$ cat src/hw/sdg_pkg.sv
// shared constants for the serial datagram link
package sdg_pkg;
    localparam int DGRAM_BITS = 40;
    localparam int DATA_BITS = 32;
    localparam int ADDR_BITS = 7;
    localparam int DIR_POS = 39;
    localparam int STAT_MSB = 39;
    localparam int STAT_LSB = 32;
    localparam int CNT_W = 6;
    localparam logic [CNT_W-1:0] CNT_FULL = 6'h28;
    // status byte positions
    localparam int ST_RSVD = 7;
    localparam int ST_STOP_L2 = 6;
    localparam int ST_STOP_L1 = 5;
    localparam int ST_VEL2 = 4;
    localparam int ST_VEL1 = 3;
    localparam int ST_DRV_ERR2 = 2;
    localparam int ST_DRV_ERR1 = 1;
    localparam int ST_RESET = 0;
    localparam logic [7:0] STATUS_RESET = 8'h00;
    // address of the global state register; its read clears the sticky flags
    localparam logic [6:0] GLOBAL_STATE_ADDR = 7'h00;
    localparam logic [39:0] SHIFT_RESET = 40'h00_0000_0000;
    // host divider: half period of the link clock in system cycles
    localparam int HALF_PERIOD = 4;
    localparam logic [7:0] HALF_CNT = 8'h04;
endpackage
$ cat src/hw/sdg_if.sv
// link wires between the host end and the device end
`timescale 1ns/1ps
`default_nettype none
interface sdg_if;
    logic sclk;
    logic chip_select_low;
    logic mosi;
    logic miso_o;
    logic miso_oe;
    modport host (output sclk, output chip_select_low, output mosi, input miso_o, input miso_oe);
    modport dev (input sclk, input chip_select_low, input mosi, output miso_o, output miso_oe);
endinterface
`default_nettype wire

$ cat src/hw/sdg_device.sv
// device end: link slave that turns datagrams into register requests
//
// The plain strobed port and the register addresses were decided locally.
`timescale 1ns/1ps
`default_nettype none
// How it works
// each datagram is forty bits, address then data
// only active while chip select low
// bit 39 high means write
// always thirty-two data bits per register
// read data returns in next datagram
// after write, echo the written data
// read leaves register alone, keeps address
// host pads read data with dummies
// always shift back, status byte first
// status snapshot taken at each frame end
// status bit map: reserved, stops, velocity
// error and reset flags clear on read
// sample on rise, drive after fall
// host gives at least forty clocks
// extra bits reappear forty clocks later
// chip select rise latches the command
// only last forty bits count
// data right aligned, two's complement
// clock idles high, mode three
// link clock at most half system clock
// output off when deselected; short frames dropped
// one-cycle request to the register set
module sdg_device (
    // system
    input wire logic i_clock,
    input wire logic i_sys_rst,
    // link
    sdg_if.dev link,
    // register set side
    output logic o_req_valid,
    output logic o_req_write,
    output logic [6:0] o_req_addr,
    output logic [31:0] o_req_wdata,
    input wire logic [31:0] i_rdata,
    // status sources
    input wire logic i_stop_left_axis_one,
    input wire logic i_stop_left_axis_two,
    input wire logic i_vel_reached_axis_one,
    input wire logic i_vel_reached_axis_two,
    input wire logic i_drv_err_axis_one,
    input wire logic i_drv_err_axis_two,
    input wire logic i_reset_event,
    output logic [7:0] o_link_status_byte
);
    logic [2:0] sck_s_q, cs_s_q;
    logic [1:0] mosi_s_q;
    logic [39:0] shift_q;
    logic [5:0] cnt_q;
    logic [7:0] status_q, sticky_q;
    logic miso_q, oe_q;
    logic [31:0] echo_q;
    logic sck_rise, sck_fall, cs_rise, cs_fall, cs_low, clr_sticky;

    // full frame ends: chip select rises after the counter saturated
    function automatic logic frame_complete(input logic rise, input logic [5:0] cnt);
        return rise && cnt == sdg_pkg::CNT_FULL;
    endfunction

    // timing budget, in system clock cycles:
    // - pin edges are seen two to three cycles late
    //   after the synchroniser, so the link clock
    //   needs a half period of at least two cycles
    // - miso moves three cycles after a link clock fall,
    //   well inside the low half of the clock
    // - the command pulse leaves three cycles after
    //   chip select rises; the echo word is captured
    //   one cycle after that
    // - the status snapshot is taken at the chip select
    //   rise, so a global state read returns its flags
    //   before they are cleared
    // - the daisy chain delay is exactly forty link clocks,
    //   since the same forty stages serve in and out
    // - the bit counter saturates at forty, so longer frames
    //   never wrap it back into the short-frame range
    // - reset holds the synchroniser stages at the idle
    //   levels, so no false edge follows reset
    // limitations:
    // - no glitch filter on the pins; a runt pulse on the
    //   link clock counts as an edge
    // - a frame shorter than forty clocks still refreshes
    //   the status snapshot, but makes no request
    // - the echo word is whatever the register set drives
    //   in the request cycle; it must answer at once
    // - status bit seven is tied low; the sticky word keeps
    //   its upper bits at zero for the same reason

    // two flops per input, third stage only for edge finding
    always_ff @(posedge i_clock) begin
        if (i_sys_rst) begin
            sck_s_q <= 3'h7;
            cs_s_q <= 3'h7;
            mosi_s_q <= 2'h0;
        end else begin
            sck_s_q <= {sck_s_q[1:0], link.sclk};
            cs_s_q <= {cs_s_q[1:0], link.chip_select_low};
            mosi_s_q <= {mosi_s_q[0], link.mosi};
        end
    end
    // edge detectors compare the second and third stages
    assign sck_rise = sck_s_q[1] & ~sck_s_q[2];
    assign sck_fall = ~sck_s_q[1] & sck_s_q[2];
    assign cs_rise = cs_s_q[1] & ~cs_s_q[2];
    assign cs_fall = ~cs_s_q[1] & cs_s_q[2];
    assign cs_low = ~cs_s_q[1];

    // shift register: loaded at frame start, shifts link bits through forty stages
    always_ff @(posedge i_clock) begin
        if (i_sys_rst) begin
            shift_q <= sdg_pkg::SHIFT_RESET;
        end else if (cs_fall) begin
            shift_q <= {status_q, echo_q};
        end else if (cs_low && sck_rise) begin
            shift_q <= {shift_q[38:0], mosi_s_q[1]};
        end
    end

    // bit counter saturates; short frames are discarded
    always_ff @(posedge i_clock) begin
        if (i_sys_rst) begin
            cnt_q <= '0;
        end else if (cs_fall) begin
            cnt_q <= '0;
        end else if (cs_low && sck_rise && cnt_q != sdg_pkg::CNT_FULL) begin
            cnt_q <= cnt_q + 6'h01;
        end
    end

    // output changes at chip select fall and after falling link clock edges; msb leads
    always_ff @(posedge i_clock) begin
        if (i_sys_rst) begin
            miso_q <= 1'b0;
            oe_q <= 1'b0;
        end else if (!cs_low) begin
            oe_q <= 1'b0;
        end else if (cs_fall) begin
            miso_q <= status_q[7];
            oe_q <= 1'b1;
        end else if (sck_fall) begin
            miso_q <= shift_q[39];
        end
    end
    assign link.miso_o = miso_q;
    assign link.miso_oe = oe_q;

    // one-cycle request at chip select rise, full frames only
    always_ff @(posedge i_clock) begin
        if (i_sys_rst) begin
            o_req_valid <= 1'b0;
            o_req_write <= 1'b0;
            o_req_addr <= '0;
            o_req_wdata <= '0;
        end else begin
            o_req_valid <= frame_complete(cs_rise, cnt_q);
            if (frame_complete(cs_rise, cnt_q)) begin
                o_req_write <= shift_q[sdg_pkg::DIR_POS];
                o_req_addr <= shift_q[38:32];
                o_req_wdata <= shift_q[31:0];
            end
        end
    end

    // echo word: write data for writes, register contents for reads
    always_ff @(posedge i_clock) begin
        if (i_sys_rst) begin
            echo_q <= '0;
        end else if (o_req_valid) begin
            echo_q <= o_req_write ? o_req_wdata : i_rdata;
        end
    end

    // sticky flags; a new event beats the clear in the same cycle
    assign clr_sticky = o_req_valid && !o_req_write &&
        o_req_addr == sdg_pkg::GLOBAL_STATE_ADDR;
    always_ff @(posedge i_clock) begin
        if (i_sys_rst) begin
            sticky_q <= sdg_pkg::STATUS_RESET;
        end else begin
            sticky_q[sdg_pkg::ST_DRV_ERR2] <= i_drv_err_axis_two |
                (sticky_q[sdg_pkg::ST_DRV_ERR2] & ~clr_sticky);
            sticky_q[sdg_pkg::ST_DRV_ERR1] <= i_drv_err_axis_one |
                (sticky_q[sdg_pkg::ST_DRV_ERR1] & ~clr_sticky);
            sticky_q[sdg_pkg::ST_RESET] <= i_reset_event |
                (sticky_q[sdg_pkg::ST_RESET] & ~clr_sticky);
            sticky_q[7:3] <= 5'h00;
        end
    end

    // snapshot at each frame end, served in the next frame
    always_ff @(posedge i_clock) begin
        if (i_sys_rst) begin
            status_q <= sdg_pkg::STATUS_RESET;
        end else if (cs_rise) begin
            status_q[sdg_pkg::ST_RSVD] <= 1'b0;
            status_q[sdg_pkg::ST_STOP_L2] <= i_stop_left_axis_two;
            status_q[sdg_pkg::ST_STOP_L1] <= i_stop_left_axis_one;
            status_q[sdg_pkg::ST_VEL2] <= i_vel_reached_axis_two;
            status_q[sdg_pkg::ST_VEL1] <= i_vel_reached_axis_one;
            status_q[2:0] <= sticky_q[2:0];
        end
    end
    assign o_link_status_byte = status_q;
endmodule
`default_nettype wire

$ cat src/flat_wrapper.sv
// flat-port wrapper written by rule: the top's interface ports become plain ports
module sdg_device_flat 
  (i_clock, i_sys_rst, o_req_valid, o_req_write, o_req_addr, o_req_wdata, i_rdata, i_stop_left_axis_one, i_stop_left_axis_two, i_vel_reached_axis_one, i_vel_reached_axis_two, i_drv_err_axis_one, i_drv_err_axis_two, i_reset_event, o_link_status_byte, link_sclk, link_chip_select_low, link_mosi, link_miso_o, link_miso_oe);
  sdg_if link_i ();
  input wire logic i_clock;
  input wire logic i_sys_rst;
  output logic o_req_valid;
  output logic o_req_write;
  output logic [6:0] o_req_addr;
  output logic [31:0] o_req_wdata;
  input wire logic [31:0] i_rdata;
  input wire logic i_stop_left_axis_one;
  input wire logic i_stop_left_axis_two;
  input wire logic i_vel_reached_axis_one;
  input wire logic i_vel_reached_axis_two;
  input wire logic i_drv_err_axis_one;
  input wire logic i_drv_err_axis_two;
  input wire logic i_reset_event;
  output logic [7:0] o_link_status_byte;
  input wire logic [$bits(link_i.sclk)-1:0] link_sclk;
  input wire logic [$bits(link_i.chip_select_low)-1:0] link_chip_select_low;
  input wire logic [$bits(link_i.mosi)-1:0] link_mosi;
  output wire logic [$bits(link_i.miso_o)-1:0] link_miso_o;
  output wire logic [$bits(link_i.miso_oe)-1:0] link_miso_oe;
  assign link_i.sclk = link_sclk;
  assign link_i.chip_select_low = link_chip_select_low;
  assign link_i.mosi = link_mosi;
  assign link_miso_o = link_i.miso_o;
  assign link_miso_oe = link_i.miso_oe;
  sdg_device u_core (.i_clock(i_clock), .i_sys_rst(i_sys_rst), .link(link_i), .o_req_valid(o_req_valid), .o_req_write(o_req_write), .o_req_addr(o_req_addr), .o_req_wdata(o_req_wdata), .i_rdata(i_rdata), .i_stop_left_axis_one(i_stop_left_axis_one), .i_stop_left_axis_two(i_stop_left_axis_two), .i_vel_reached_axis_one(i_vel_reached_axis_one), .i_vel_reached_axis_two(i_vel_reached_axis_two), .i_drv_err_axis_one(i_drv_err_axis_one), .i_drv_err_axis_two(i_drv_err_axis_two), .i_reset_event(i_reset_event), .o_link_status_byte(o_link_status_byte));
endmodule
$ cat config.mk
export PLATFORM = sky130hd
export DESIGN_NAME = sdg_device_flat
export DESIGN_NICKNAME = d
export VERILOG_FILES = /design/src/hw/sdg_pkg.sv /design/src/hw/sdg_if.sv /design/src/hw/sdg_device.sv /design/src/flat_wrapper.sv
export SDC_FILE = /design/constraint.sdc
export NUM_CORES = 1
export LEC_CHECK = 0
export ABC_AREA = 1
export BUFFER_PORTS_ARGS = -buffer_cell sky130_fd_sc_hd__buf_2
export CAP_MARGIN = 20
export CELL_PAD_IN_SITES_DETAIL_PLACEMENT = 0
export CELL_PAD_IN_SITES_GLOBAL_PLACEMENT = 1
export CORE_ASPECT_RATIO = 1.1
export CORE_UTILIZATION = 37
export CTS_BUF_LIST = sky130_fd_sc_hd__clkbuf_16
export DETAILED_ROUTE_END_ITERATION = 8
export PLACE_DENSITY_LB_ADDON = 0.15
export SLEW_MARGIN = 15
export SYNTH_ARGS = -nofsm -noshare
export SYNTH_HDL_FRONTEND = slang
export SYNTH_SLANG_ARGS = --single-unit
$ cat constraint.sdc
create_clock -name i_clock -period 1.5 [get_ports i_clock]
set_input_delay 0.375 -clock i_clock [delete_from_list [all_inputs] [get_ports i_clock]]
set_output_delay 0.375 -clock i_clock [all_outputs]
set_load 0.005 [all_outputs]
==> results.yml <==
route:
  drc: 12
  antenna_left: 0
  firstDrtPassIters: 6
  vias: 5430
  via_per_inst: 4.582
  post_drt_wl_per_cell_um: 13.08
  routed_wl_mm: 15.50
  drtIter0Drc: 325
cells_and_area:
  final_util_pct: 47.18
  layout-drive-gt1-share_pct: 23.04
  antenna_cells: 0
  nets: 1014
  syn_to_final_growth_pct: 25.06
  fillerInstances: 1717
sta:
  slew_viol_final: 0
  setup_violations: 0
  fin_crit_sh_pct: 95.39
  finalHoldViolCount: 0
  setup_ws_ps: 69.22
  timing.fmax_ghz: 0.6989
  finClkSkew_ps: 7.927
  layout_min_cycle_time_ps: 1431
critical_path:
  worstReg2RegEnd: "u_core.o_req_wdata[28]$_SDFFE_PP0P_"
  cp-end-kind: "flip-flop"
  crit_required_ps: 1810
  cp-start-kind: "flip-flop"
  crit_fanout: 9
  reg2reg_from: "u_core.cnt_q[0]$_SDFFE_PP0P_"
  ff2ff_setup_slack_ps: 70
  cp.arrival_ps: 1740
  reg2regPathDepth: 11
  critical_path_class: "flip-flop to flip-flop"
synth:
  ys_seq_area_share_pct: 45.23
  synth_area_leader_cell: "dfxtp_1"
  synth-async-reset-ratio_pct: 0
  synth.top_cell.area_share_pct: 45.23
  syn-num-nets: 914
  syn_area_per_cell_um2: 7.088
  ys_warn_count: 0
  yosys.area_share.simple_pct: 30.18
  yosysUniqueCellTypes: 27
  synthAdderAreaFrac_pct: 0.4068
  synth_xor_area_share_pct: 0.1424
  synth_area_leaders: "dfxtp_1, nand2_1, nor2_1"
  ys_ff_latch: 139
  synth_top_family_by_area: "simple AND/OR/NAND/NOR gates"
  synth_compound_area_share_pct: 12.20
  yosys_most_used_dff: "dfxtp_1"
  syn-cell-area_um2: 6152
  synth.area.mux_share_pct: 0
  syn-instance-count: 868
  synth_edf_count: 0
die:
  ios: 95
  core-area_um2: 16310
  num_rows: 49
  die_w_um: 124.9
  die-area_um2: 17150
  start_util_pct: 37.72
  die_h_um: 137.2
grt:
  first_global_vias: 4754
  grt_pass1_wl_mm: 23.72
  grt_overflow: 0
  grt_max_degree: 76
  antenna_found_initial: 0
  grt_usage_pct: 17.62
worst_hold_path:
  whs_endpoint: "u_core.sck_s_q[0]$_SDFF_PP1_"
  hold_depth: 2
  hold_class: "primary input to flip-flop"
  hold_start: "link_sclk"
power:
  finalPower_w: 0.008188
  ir_drop_mv: 0.7054
  leakagePower_nw: 3.503
  p_per_area_nw_per_um2: 1064
place:
  numPortBuffers: 93
  pre_cts_slack_ps: 86.35
  gp_congestion: 0.7232
  post-dp-hpwl_mm: 9.265
clock_tree:
  cts_buffers: 17
  clk_root_buffer_cell: "clkbuf_16"
  clock_path_buffers: 2
  htreeDepth: 4
  clkTransAtPathRegs_ps: 60
  clock_latency_ps: 420
  tritoncts: "done"
  cts.sinks: 139
  cts_hold_buf: 0
status:
  violations: "design-rule violations"
  status: "finished with violations"
job:
  drv_cap: 0
per-stage QoR:
| stage | setup TNS [ps] | area [µm²] | instances | hold WS, ps |
|---|---|---|---|---|
| 2_1_floorplan | 0 | 6152 | 868 | 388.3 |
| 3_3_place_gp | 0 | 6845 | 1139 | 392.2 |
| 3_5_place_dp | 0 | 6845 | 1139 | 401.4 |
| 4_1_cts | 0 | 7422 | 1172 | 116.5 |
| 5_1_grt | -71.03 | 7694 | 1185 | 127.1 |
| 6_report | 0 | 7694 | 1185 | 139.9 |
power by group:
part           switching, W  total [W]  internal [W]  leakage, nW
Combinational      0.000281   0.000476      0.000195         2.08
Clock               0.00151    0.00390       0.00238        0.290
Sequential        0.0000411    0.00382       0.00377         1.13
sequential cells by signal (all words and copies together), names as in the netlist:
| name | flops |
|---|---|
| u_core.o_req_addr | 7 |
| u_core.link.miso_oe | 1 |
| u_core.shift_q | 40 |
| u_core.echo_q | 32 |
| u_core.mosi_s_q | 2 |
| u_core.link.miso_o | 1 |
| u_core.cnt_q | 6 |
| u_core.o_link_status_byte | 7 |
| u_core.sck_s_q | 3 |
| u_core.o_req_wdata | 32 |
| u_core.cs_s_q | 3 |
| u_core.o_req_valid | 1 |
| u_core.sticky_q | 3 |
| u_core.o_req_write | 1 |
routing by layer:
metal | GRT usage (%) | wire length (µm) | up-vias
met5 | 0 | 0 | -
met4 | 6.707 | 156 | 0
li1 | - | - | 2904
met1 | 23.08 | 7563 | 2427
met3 | 4.311 | 583 | 11
met2 | 28.18 | 7197 | 88
cells by family after synthesis:
| family | count (synthesis) |
|---|---|
| DFF | 139 |
| AOI/OAI and AO/OA | 134 |
| and+or+nand+nor | 435 |
| other | 1 |
| xor gates and xnor gates | 1 |
| adders and majority gates | 2 |
| buffers and inverters | 156 |
cell usage after synthesis, drive strengths merged, types with 2 or more instances:
library cell	instances
buf	28
o21ai	85
nand2	209
nand4	3
dfxtp	139
nand3	44
clkbuf	27
a21oi	17
ha	2
o211ai	32
nor2	173
inv	101
or2	4
nor3	2
worst max-delay path, stage by stage (launching register included):
cell	delay, ps
dfxtp_2	320
inv_2	70
ha_4	130
nand2_2	40
inv_2	60
nand3_4	100
nor2_8	140
buf_12	150
clkbuf_16	170
nand2_2	50
nand2_1	50
nor2_1	40
how the worst max path moves through the flow:
stage | from | to | cells past startpoint | slack [ps]
global placement | u_core.cnt_q[0]$_SDFFE_PP0P_ | u_core.o_req_wdata[18]$_SDFFE_PP0P_ | 10 | 120
CTS | u_core.o_req_write$_SDFFE_PP0P_ | o_req_write | 2 | 30
detailed placement | u_core.cnt_q[0]$_SDFFE_PP0P_ | u_core.o_req_wdata[25]$_SDFFE_PP0P_ | 10 | 90
floorplan | u_core.cnt_q[0]$_SDFFE_PP0P_ | u_core.o_req_write$_SDFFE_PP0P_ | 10 | 60
finish | u_core.cnt_q[0]$_SDFFE_PP0P_ | u_core.o_req_wdata[28]$_SDFFE_PP0P_ | 11 | 70
global route | u_core.cnt_q[0]$_SDFFE_PP0P_ | u_core.o_req_wdata[11]$_SDFFE_PP0P_ | 11 | -10
final cells by class:
cell class              instances  area, µm²  share of cell area (%)
multi-input cells             573       2678                   34.80
repair buffers                136       1050                   13.64
clock inverters                15      117.6                   1.529
flip-flops and latches        139       2788                   36.23
inverters                     101      380.4                   4.944
clock buffers                  17      425.4                   5.529
well taps                     204      255.2                   3.318
placed cells by master, fill, tap and decap left out, drive strengths merged:
master    n
clkbuf   23
a21oi    17
bufbuf    1
nor2    173
ha        2
nand2   209
buf     129
inv     104
o21ai    85
dfxtp   139
conb      1
nand4     3
o211ai   32
clkinv   10
bufinv    2
or2       4
xor2      1
nand3    44
nor3      2
timing repair:
| action | 4_1_cts | 5_1_grt |
|---|---|---|
| gates resized for setup | 1 | 15 |
| cloned | 1 | 7 |
| buffers inserted | 0 | 6 |
| pin swaps | 0 | 3 |
| endpoints found under the setup margin | 1 | 43 |
No activity file was read; power rests on OpenSTA's default activity.
